`config.mk`:
```
export PLATFORM = sky130hd
export DESIGN_NAME = cpu_compare_move_logic_ops
export DESIGN_NICKNAME = d
export VERILOG_FILES = /design/src/hw/cpu_ops_pkg.sv /design/src/hw/cpu_compare_move_logic_ops.sv
export VERILOG_INCLUDE_DIRS = /design/src /design/src/hw
export SDC_FILE = /design/constraint.sdc
export NUM_CORES = 2
export LEC_CHECK = 0
export ABC_AREA = 0
export BUFFER_PORTS_ARGS = -buffer_cell sky130_fd_sc_hd__buf_2
export CAP_MARGIN = 5
export CORE_MARGIN = 1.5
export CORE_UTILIZATION = 50
export DETAILED_ROUTE_END_ITERATION = 8
export PLACE_DENSITY = 0.68
export SLEW_MARGIN = 20
export SYNTH_ARGS = -nofsm -noshare
export SYNTH_HDL_FRONTEND = slang
export SYNTH_SLANG_ARGS = --single-unit
```
`constraint.sdc`:
```
create_clock -name mclk -period 67.4 [get_ports mclk]
set_input_delay 10.11 -clock mclk [delete_from_list [all_inputs] [get_ports mclk]]
set_output_delay 10.11 -clock mclk [all_outputs]
set_load 0.02 [all_outputs]
```
`src/hw/cpu_ops_regs.svh`:
```
`ifndef CPU_OPS_REGS_SVH
`define CPU_OPS_REGS_SVH

// Instruction word field positions
`define OPS_IC_HI       15
`define OPS_IC_LO       10
`define OPS_PFX_LO      12
`define OPS_ROW2_HI     9
`define OPS_ROW2_LO     8
`define OPS_ROW4_HI     11
`define OPS_ROW4_LO     8
`define OPS_COL_HI      7
`define OPS_COL_LO      4
`define OPS_LOW_HI      3
`define OPS_LOW_LO      0
`define OPS_IMM6_HI     9
`define OPS_IMM6_LO     4

// Six-bit instruction codes
`define OP_SKIP_LT_IMM  6'h30
`define OP_SKIP_GE_IMM  6'h31
`define OP_SKIP_EQ_IMM  6'h32
`define OP_SKIP_NE_IMM  6'h33
`define OP_SKIP_EQ_REG  6'h12
`define OP_SKIP_NE_REG  6'h13
`define OP_CARRY_LT     6'h1c
`define OP_CARRY_LT_C   6'h1d
`define OP_MOVE_IMM     6'h07
`define OP_MOVE_ROW     6'h0f
`define OP_IND_DEST     6'h1e
`define OP_IND_SRC      6'h1f
`define OP_SYSTEM       6'h3f
`define OP_IN_ONE       6'h38
`define OP_IN_TWO       6'h39
`define OP_IN_THREE     6'h3a
`define OP_OUT_ONE      6'h3b
`define OP_OUT_TWO      6'h3c
`define OP_OUT_THREE    6'h3d
`define OP_OR_REG       6'h0c
`define OP_AND_REG      6'h0d
`define OP_XOR_REG      6'h0e
`define OP_OR_IMM       6'h04
`define OP_AND_IMM      6'h05
`define OP_XOR_IMM      6'h06

// Four-bit prefixes of the wide-row load and store
`define PFX_LOAD        4'h5
`define PFX_STORE       4'h6

// Low-field sub-codes under the system code
`define SUB_LOAD_PAGE   4'h2
`define SUB_COPY_TABLE  4'h9

// Reset values
`define RST_CARRY       1'h0
`define RST_PAGE        5'h00
`define RST_TABLE       14'h0000

`endif

```
`src/hw/cpu_ops_pkg.sv`:
```
package cpu_ops_pkg;

  // One instruction offered to the block
  typedef struct packed {
    logic        valid;  // Word present this cycle
    logic [15:0] word;   // Instruction word
  } instr_t;

  // Port groups addressed by the port instructions
  typedef enum logic [1:0] {
    GROUP_ONE,
    GROUP_TWO,
    GROUP_THREE,
    GROUP_NONE
  } port_group_t;

  // Input port selection, answered in the same cycle
  typedef struct packed {
    logic        valid;
    port_group_t group;
    logic [3:0]  port_code;
  } in_sel_t;

  // Output port write
  typedef struct packed {
    logic        strobe;
    port_group_t group;
    logic [3:0]  port_code;
    logic [3:0]  data;
  } out_wr_t;

endpackage

```
`src/hw/cpu_compare_move_logic_ops.sv`:
```
`timescale 1ns/100ps
`include "cpu_ops_regs.svh"
module cpu_compare_move_logic_ops #(
  parameter int MEM_WORDS = 512  // Data memory nibbles
) (
  input  wire logic                     mclk,
  input  wire logic                     reset_n,
  input  wire cpu_ops_pkg::instr_t      instr,
  input  wire logic [15:0]              data_reg,
  output      cpu_ops_pkg::in_sel_t     in_sel,
  input  wire logic [3:0]               in_data,
  output      cpu_ops_pkg::out_wr_t     out_wr,
  output      logic                     skip_pending,
  output      logic                     carry_flag,
  output      logic [4:0]               page_reg,
  output      logic [13:0]              table_addr_reg
);

  // Address reach must match page plus register content
  generate
    if (MEM_WORDS != 512) begin : g_bad_size
      $error("MEM_WORDS must be 512");
    end
  endgenerate

  logic [3:0]  mem_q [MEM_WORDS];  // Data memory, general registers at 0..15
  logic        skip_q;             // Next instruction is to be suppressed
  logic        carry_q;            // Carry flag
  logic [4:0]  page_q;             // Page register for indirect moves
  logic [13:0] table_q;            // Table address register
  cpu_ops_pkg::out_wr_t out_q;     // Registered output port write

  // Instruction fields
  logic [5:0]  ic;
  logic [3:0]  pfx;
  logic [3:0]  col;
  logic [3:0]  low;
  logic [1:0]  row_field;
  logic [3:0]  wide_row;
  logic [5:0]  imm6;
  logic        exec;               // Instruction really executes
  logic        is_load;
  logic        is_store;

  assign ic        = instr.word[`OPS_IC_HI:`OPS_IC_LO];
  assign pfx       = instr.word[`OPS_IC_HI:`OPS_PFX_LO];
  assign col       = instr.word[`OPS_COL_HI:`OPS_COL_LO];
  assign low       = instr.word[`OPS_LOW_HI:`OPS_LOW_LO];
  assign row_field = instr.word[`OPS_ROW2_HI:`OPS_ROW2_LO];
  assign wide_row  = instr.word[`OPS_ROW4_HI:`OPS_ROW4_LO];
  assign imm6      = instr.word[`OPS_IMM6_HI:`OPS_IMM6_LO];
  assign is_load   = (pfx == `PFX_LOAD);
  assign is_store  = (pfx == `PFX_STORE);
  // A suppressed instruction does nothing but clear the skip flag
  assign exec      = instr.valid && !skip_q;

  // Memory addresses; only load and store see the wide row
  logic [8:0] mem_addr;
  logic [8:0] reg_addr;
  logic [8:0] row_src_addr;
  logic [8:0] ind_addr;
  assign mem_addr     = (is_load || is_store) ? {1'b0, wide_row, col}
                                              : {3'h0, row_field, col};
  assign reg_addr     = {5'h00, low};
  assign row_src_addr = {3'h0, row_field, low};

  // Operand reads
  logic [3:0] mem_val;
  logic [3:0] reg_val;
  logic [3:0] ind_val;
  assign mem_val  = mem_q[mem_addr];
  assign reg_val  = mem_q[reg_addr];
  // Indirect address is page register over register content
  assign ind_addr = {page_q, reg_val};
  assign ind_val  = mem_q[ind_addr];

  // Compare results
  logic       lt_imm;
  logic [4:0] mem_plus_c;
  assign lt_imm     = mem_val < low;
  assign mem_plus_c = {1'b0, mem_val} + {4'h0, carry_q};

  // Skip condition of this instruction
  logic skip_cond;
  always_comb begin
    case (ic)
      `OP_SKIP_LT_IMM: skip_cond = lt_imm;
      `OP_SKIP_GE_IMM: skip_cond = !lt_imm;
      `OP_SKIP_EQ_IMM: skip_cond = (mem_val == low);
      `OP_SKIP_NE_IMM: skip_cond = (mem_val != low);
      `OP_SKIP_EQ_REG: skip_cond = (reg_val == mem_val);
      `OP_SKIP_NE_REG: skip_cond = (reg_val != mem_val);
      // Every other instruction never skips
      default:         skip_cond = 1'b0;
    endcase
  end

  // Input port selection goes out combinationally, data returns same cycle
  always_comb begin
    in_sel.valid     = 1'b0;
    in_sel.group     = cpu_ops_pkg::GROUP_NONE;
    in_sel.port_code = low;
    if (exec) begin
      case (ic)
        `OP_IN_ONE: begin
          in_sel.valid = 1'b1;
          in_sel.group = cpu_ops_pkg::GROUP_ONE;
        end
        `OP_IN_TWO: begin
          in_sel.valid = 1'b1;
          in_sel.group = cpu_ops_pkg::GROUP_TWO;
        end
        `OP_IN_THREE: begin
          in_sel.valid = 1'b1;
          in_sel.group = cpu_ops_pkg::GROUP_THREE;
        end
        default: begin
          in_sel.valid = 1'b0;
        end
      endcase
    end
  end

  // Single memory write port; one write per instruction at most
  logic       wr_en;
  logic [8:0] wr_addr;
  logic [3:0] wr_data;
  always_comb begin
    wr_en   = 1'b0;
    wr_addr = mem_addr;
    wr_data = mem_val;
    if (exec) begin
      if (is_load) begin
        wr_en   = 1'b1;
        wr_addr = reg_addr;
        wr_data = mem_val;
      end else if (is_store) begin
        wr_en   = 1'b1;
        wr_data = reg_val;
      end else begin
        case (ic)
          `OP_MOVE_IMM: begin
            wr_en   = 1'b1;
            wr_data = low;
          end
          // Column in the low field is the source, middle one the target
          `OP_MOVE_ROW: begin
            wr_en   = 1'b1;
            wr_data = mem_q[row_src_addr];
          end
          `OP_IND_DEST: begin
            wr_en   = 1'b1;
            wr_addr = ind_addr;
            wr_data = mem_val;
          end
          `OP_IND_SRC: begin
            wr_en   = 1'b1;
            wr_data = ind_val;
          end
          `OP_IN_ONE, `OP_IN_TWO, `OP_IN_THREE: begin
            wr_en   = 1'b1;
            wr_data = in_data;
          end
          `OP_OR_REG: begin
            wr_en   = 1'b1;
            wr_addr = reg_addr;
            wr_data = reg_val | mem_val;
          end
          `OP_AND_REG: begin
            wr_en   = 1'b1;
            wr_addr = reg_addr;
            wr_data = reg_val & mem_val;
          end
          `OP_XOR_REG: begin
            wr_en   = 1'b1;
            wr_addr = reg_addr;
            wr_data = reg_val ^ mem_val;
          end
          `OP_OR_IMM: begin
            wr_en   = 1'b1;
            wr_data = mem_val | low;
          end
          `OP_AND_IMM: begin
            wr_en   = 1'b1;
            wr_data = mem_val & low;
          end
          `OP_XOR_IMM: begin
            wr_en   = 1'b1;
            wr_data = mem_val ^ low;
          end
          // Compares and all others leave memory alone
          default: begin
            wr_en   = 1'b0;
          end
        endcase
      end
    end
  end

  // Memory write; no reset, contents are undefined at power-up
  always_ff @(posedge mclk) begin
    if (wr_en) begin
      mem_q[wr_addr] <= wr_data;
    end
  end

  // Skip flag: set by a true condition, consumed by the next word
  always_ff @(posedge mclk or negedge reset_n) begin
    if (!reset_n) begin
      skip_q <= 1'b0;
    end else if (instr.valid) begin
      skip_q <= exec && skip_cond;
    end
  end

  // Carry changes only under the two carry compares
  always_ff @(posedge mclk or negedge reset_n) begin
    if (!reset_n) begin
      carry_q <= `RST_CARRY;
    end else if (exec && ic == `OP_CARRY_LT) begin
      carry_q <= (reg_val < mem_val);
    end else if (exec && ic == `OP_CARRY_LT_C) begin
      carry_q <= ({1'b0, reg_val} < mem_plus_c);
    end
  end

  // Page and table registers under the system code
  always_ff @(posedge mclk or negedge reset_n) begin
    if (!reset_n) begin
      page_q  <= `RST_PAGE;
      table_q <= `RST_TABLE;
    end else if (exec && !is_load && !is_store && ic == `OP_SYSTEM) begin
      // Page holds five bits, so the top immediate bit is dropped
      if (low == `SUB_LOAD_PAGE) begin
        page_q <= imm6[4:0];
      end else if (low == `SUB_COPY_TABLE) begin
        table_q <= data_reg[13:0];
      end
    end
  end

  // Output port write, registered so the port sees stable data
  always_ff @(posedge mclk or negedge reset_n) begin
    if (!reset_n) begin
      out_q <= '0;
    end else begin
      out_q.strobe    <= 1'b0;
      out_q.port_code <= low;
      out_q.data      <= mem_val;
      if (exec) begin
        case (ic)
          `OP_OUT_ONE: begin
            out_q.strobe <= 1'b1;
            out_q.group  <= cpu_ops_pkg::GROUP_ONE;
          end
          `OP_OUT_TWO: begin
            out_q.strobe <= 1'b1;
            out_q.group  <= cpu_ops_pkg::GROUP_TWO;
          end
          `OP_OUT_THREE: begin
            out_q.strobe <= 1'b1;
            out_q.group  <= cpu_ops_pkg::GROUP_THREE;
          end
          default: begin
            out_q.strobe <= 1'b0;
          end
        endcase
      end
    end
  end

  assign out_wr         = out_q;
  assign skip_pending   = skip_q;
  assign carry_flag     = carry_q;
  assign page_reg       = page_q;
  assign table_addr_reg = table_q;
endmodule

```
### After elaboration in Yosys (flattened, before gate mapping)

Memories as Yosys holds them, arrays and structs flattened.
Index checks and enable logic that the tools add are counted.

| storage, ports and cells | value |
|---|---|
| flip-flop bits (word level) | 32 |
| memory bits (writable) | 2048 |
| input port bits | 39 |
| output and inout bits | 39 |
| word-level logic and storage cells | 98 |
| memories kept | 1 |

Memories:

| memory | depth | width | rd ports | clocked after Yosys merged registers in | wr ports | RTL line | RTL |
|---|---|---|---|---|---|---|---|
| mem_q | 512 | 4 | 4 | 0 | 1 | cpu_compare_move_logic_ops.sv:26 | `logic [3:0] mem_q [MEM_WORDS];` |

| operators by class | value |
|---|---|
| add/subtract/negate cells | 1 |
| order comparisons | 3 |
| equality and inequality tests | 33 |
| multiplexer cells | 24 |
| bitwise gates (word level) | 7 |
| reduce and logical (&&, ||, !) cells | 21 |

Operator list:

| kind | number |
|---|---|
| $eq 6x6->1 const B | 11 |
| $pmux 4 s10 | 1 |
| $eq 6x5->1 const B | 6 |
| $mux 9 | 3 |
| $eq 6x3->1 const B | 4 |
| $eq 6x4->1 const B | 4 |
| $pmux 9 s2 | 1 |
| $reduce_or 13->1 | 1 |
| $mux 4 | 3 |
| $pmux 2 s3 | 2 |
| $mux 1 | 10 |
| $reduce_or 3->1 | 3 |
| $and 4x4->4 | 2 |
| $eq 4x3->1 const B | 2 |
| $eq 4x4->1 | 2 |
| $lt 4x4->1 | 2 |
| $mux 8 | 1 |
| $ne 4x4->1 | 2 |
| $or 4x4->4 | 2 |
| $xor 4x4->4 | 2 |
| $logic_and 1x1->1 | 7 |
| $mux 3 | 2 |
| $pmux 1 s6 | 1 |
| $add 4x1->5 | 1 |
| 10 further kinds | 14 |

### Depth between registers and ports, before layout

An unclocked memory read counts as a cell.

| depth | value |
|---|---|
| depth after elaboration | 9 |
| gate-level depth with buffers | 22 |
| depth with buffers taken out | 18 |

### Least setup slack after synthesis

Ideal clock, no wire load.

| timing path | value |
|---|---|
| path type | input to register |
| from | in instr[1] (netlist bit) |
| to | mem mem_q[0][3] (data pin) |
| library setup time | 4.308 ns |
| arrival time | 34.006 ns |
| data required time | 63.092 ns |
| slack | 29.086 ns |
| stages on the path | 16 |
| buffers on the path | 6 |
| path through | buf_2 buf_2 mux4_2 a22o_1 nor2_2 buf_2 buf_2 buf_2 buf_1 nand2_1 nand3_1 nand3_1 a31oi_1 nand3_1 a31o_2 o32ai_1 |

| on the way | value |
|---|---|
| longest elaborated chain between the ends | 6 |
| elaborated cells on any way between the ends | 8 |
| classes of those cells | mux (4); bitwise (3); memory (1) |

RTL lines:

| what | RTL line | RTL |
|---|---|---|
| from (decl) | cpu_compare_move_logic_ops.sv:8 | `input wire cpu_ops_pkg::instr_t instr,` |
| $mem_v2 512x4 | n/a |  |
| $mem_v2 512x4, or another cell as far along | n/a |  |
| $pmux 4 s10 | cpu_compare_move_logic_ops.sv:141 | `case (ic)` |
| $mux 4 * | cpu_compare_move_logic_ops.sv:137 | `end else if (is_store) begin` |
| $mux 4 * | cpu_compare_move_logic_ops.sv:133 | `if (is_load) begin` |
| $mux 4 * | cpu_compare_move_logic_ops.sv:132 | `if (exec) begin` |
| via wr_data[3] | cpu_compare_move_logic_ops.sv:127 | `logic [3:0] wr_data;` |
| to (decl) | cpu_compare_move_logic_ops.sv:26 |  |

The timed path passes the listed nets; every way through them passes the cells marked *.

==> summary.txt <==
Synthesis
  – Synth Area in Compound Gates: 0.0795
  – Most common flop cell mapped by yosys: edfxtp_1
  – Mapped cell area: 0.0958 mm²
  – Ys async rst share: 0.0154
  – Main combinational cell family by area after synthesis: multiplexers
  – Sequential area share after synthesis: 0.650
  – Syn_area_per_cell: ~14 µm²
  – Mux share of post-synthesis cell area: 0.128
  – Post-synth EDFFs: just over 2000
  – Number of synthesized register bits: 2080
  – Synth Area in XOR/XNOR: 0.000457
  – Netlist cell types: between 70 and 80
  – Synth Warn #: 0
  – Cells after synthesis: approximately 7000
  – Post-synthesis simple-gate area fraction: 0.112
  – Syn nets: about 7000
  – Post-synthesis adder-cell area fraction: 0.00170

Floorplan
  – Die area: 0.194 mm²
  – Die Height: between 400 and 500 µm
  – Row count: between 150 and 200
  – Initial Util: 0.504
  – Core Area: 0.190 mm²
  – DIE WIDTH: approximately 440 µm
  – I/O pin count: 78

Global routing
  – Largest net degree at the start of global routing: 229
  – Gr usage total: 0.327
  – Vias in the first global route: approximately 64000
  – First-pass GRT wire length: roughly 460000 µm
  – Initial antenna violation count: 10
  – Gr ovfl total: 0

Placed design
  – Placer congestion estimate: approximately 0.95
  – Hpwl dp: 193000 µm
  – PortBufs: 75

Drt
  – Vias: around 67000
  – Vias/cell: 6.99
  – Residual DRC count: 0
  – First-pass iteration count of the detailed router: 9
  – Initial DRC count: 10236
  – Post-Route WL: between 300000 and 400000 µm
  – Drt wl/cell: around 34 µm
  – ANT nets after route: 0

Setup path
  – Max Fanout on Critical Path: 16
  – Worst path arrival time: 11.38 ns
  – R2R Setup Slk: around 56 ns
  – Chain of cells forming the critical path: buf_2, nand2b_1, or4_1, buf_2
  – Crit path launch type: primary input
  – Most frequent CP cell: buf_2
  – Largest stage delay, worst path: ~0.53 ns
  – WS Path Type: in2out
  – CP endpoint kind: primary output
  – Bufs and invs on worst path: 2
  – Delay-heaviest family, CP: simple AND/OR/NAND/NOR gates
  – Slowest cell on the critical path: or4_1
  – WP data required: ~57 ns

STA
  – Rel. slew slack: 0.0612
  – RSZ-0062 raised after global routing: false
  – Fmax: roughly 47 MHz
  – Fin. Hold Viols: 0
  – Max-slew violations: 0
  – Setup tns final: 0 ns
  – Minimum clock period: roughly 21 ns
  – Clock Skews: just under 0.1 ns
  – Period utilization: 0.319
  – Final hold slack: 0.476 ns
  – # setup viols final: 0
  – Slew @ Worst Pin: approximately 1.4 ns

Cells and area
  – Nets: between 6000 and 7000
  – Layout area overhead: 9.99%
  – # fillers: 15072
  – Largest register FFs: roughly 2000
  – Most frequent cells in the layout: 2048 x edfxtp_1, 942 x nand2_1, 671 x nor2_1
  – Multi-input gate area: 0.0311 mm²
  – Sequential cell area: around 0.062 mm²
  – Layout cells sized above 1: 0.154
  – Most common cell after layout, fill and taps aside: edfxtp_1

Power
  – Pint: 0.00225 W
  – Maximum VDD drop: roughly 30 µV
  – Reg power frac: 0.486
  – Power share of the combinational group: 0.131
  – Switching power: 0.000819 W
  – P_leak: between 30 and 40 nW
  – Clk network pwr share: 0.383
  – Sw Ratio: 0.267
  – PwrDens: approximately 29 mW/mm²

Clocking
  – CTS Sinks: 2080
  – Postcts setup bufs: 0
  – H-tree depth: 4
  – Root Driver: clkbuf_16
  – Max clock buf depth: 3
  – Reg clk slew, reported paths: approximately 0.07 ns
  – Clock Latency Late Sink: slightly above 0.9 ns
  – CTS Hold Bufs: 0
  – Cts repair resizes: 0
  – Inserted Clock Buffers: 210
  – CTS tree: built

Run status
  – Status: completed

Job
  – Max_cap viols: 0

Hold path
  – Hold WC Path Type: reg2reg
cell usage after synthesis, types with 6 or more instances:
library cell	count	area share
a211oi_1	242	0.019
a31o_2	35	0.0032
nand3_1	249	0.013
nand2_1	965	0.038
inv_1	17	0.00067
nor2_1	679	0.027
nand4_1	38	0.0025
and2_1	13	0.00085
nor2b_1	21	0.0014
buf_2	185	0.0097
buf_6	9	0.0011
buf_1	78	0.0031
a22o_1	13	0.0012
clkbuf_1	302	0.012
a2111oi_0	16	0.0015
o221ai_1	12	0.0011
a311o_1	11	0.0011
a22oi_1	30	0.0024
mux4_2	396	0.093
o21ai_0	146	0.0076
dfrtp_1	32	0.0084
a21oi_1	193	0.010
mux2i_1	289	0.030
nand2b_1	7	0.00046
or4_1	11	0.00086
nor4_1	65	0.0042
nor3_1	94	0.0049
o22a_1	6	0.00055
o41ai_1	9	0.00082
o2111ai_1	15	0.0014
and3_1	272	0.018
mux2_2	37	0.0043
o211ai_1	27	0.0021
a21boi_0	9	0.00071
edfxtp_1	2048	0.64
ha_1	13	0.0017
a32oi_1	101	0.0092
a311oi_1	27	0.0025
a221oi_1	10	0.00091
a31oi_1	81	0.0053
buf_4	24	0.0019
o22ai_1	44	0.0029
a41oi_1	13	0.0012
a32o_1	8	0.00084
worst reg2reg max path, stage by stage, from the launching register on:
cell and delay [ns]:
edfxtp_1 0.41, mux4_2 0.55, mux2i_1 0.35, and2_2 0.21, buf_4 0.56, nor2_4 0.14, inv_8 0.58, buf_12 0.57
buf_4 0.66, buf_4 0.71, a211oi_1 0.23, nor4_1 0.52, o22ai_1 0.23, nor3_1 0.59, o311a_1 0.49, a211oi_1 0.26
o22ai_4 0.43, buf_4 0.73, buf_4 1.00, buf_4 0.98, buf_4 0.84
metal layers:
metal	track usage	up-vias	wire, µm
met1	0.436	33136	112000
met3	0.0980	1098	47100
met4	0.181	14	21200
li1	-	26957	-
met2	0.482	5311	141000
met5	0	-	108
layout make-up:
| type | instances | area share |
|---|---|---|
| Clock inverter | 128 | 0.0130 |
| Timing Repair Buffer | 252 | 0.0181 |
| Inverter | 21 | 0.000985 |
| Antenna cell | 4 | 0.0000950 |
| Clock buffer | 253 | 0.0522 |
| Sequential cell | 2080 | 0.591 |
| Multi-Input combinational cell | 4267 | 0.295 |
| Tap cell | 2511 | 0.0298 |
power groups by stage:
stage | Sequential, W | Combinational, W | Clock [W]
6_report | 0.00149 | 0.000403 | 0.00117
3_5_place_dp | 0.00152 | 0.000387 | 0
2_1_floorplan | 0.00159 | 0.000222 | 0
4_1_cts | 0.00149 | 0.000387 | 0.00118
3_3_place_gp | 0.00152 | 0.000380 | 0
5_1_grt | 0.00149 | 0.000414 | 0.00123
worst paths after layout:
| path | startpoint | end | cells past startpoint |
|---|---|---|---|
| worst max-delay path | instr[13] | in_sel[4] | 4 |
| worst min-delay path | out_wr[9]$_DFFE_PN0P_ | out_wr[9]$_DFFE_PN0P_ | 2 |
| worst max register to register | mem_q[11][0]$_DFFE_PP_ | mem_q[475][2]$_DFFE_PP_ | 20 |
| worst min register to register | out_wr[9]$_DFFE_PN0P_ | out_wr[9]$_DFFE_PN0P_ | 2 |
| max in group asynchronous | reset_n | page_reg[0]$_DFFE_PN0P_ | 1 |
| min in group asynchronous | reset_n | out_wr[7]$_DFF_PN0_ | 1 |
per-stage QoR:
stage,power (W),setup slack [ns],utilization,area [µm²],instances
6_report,0.00307,45.91,0.554,105000,9516
3_3_place_gp,0.00190,45.78,0.518,98500,9130
3_5_place_dp,0.00190,45.58,0.518,98500,9130
5_1_grt,0.00313,45.84,0.554,105000,9512
4_1_cts,0.00306,45.94,0.554,105000,9511
2_1_floorplan,0.00181,29.09,-,95800,6967
cell families after synthesis:
logic type / after synthesis
buffers and inverters: 620
AO/OA/AOI/OAI: 1092
XOR/XNOR: 5
adder cells (fa/ha/maj): 13
AND/OR/NAND/NOR: 2433
multiplexers: 724
flip-flops: 2080
Power figures use the tool's default switching activity.
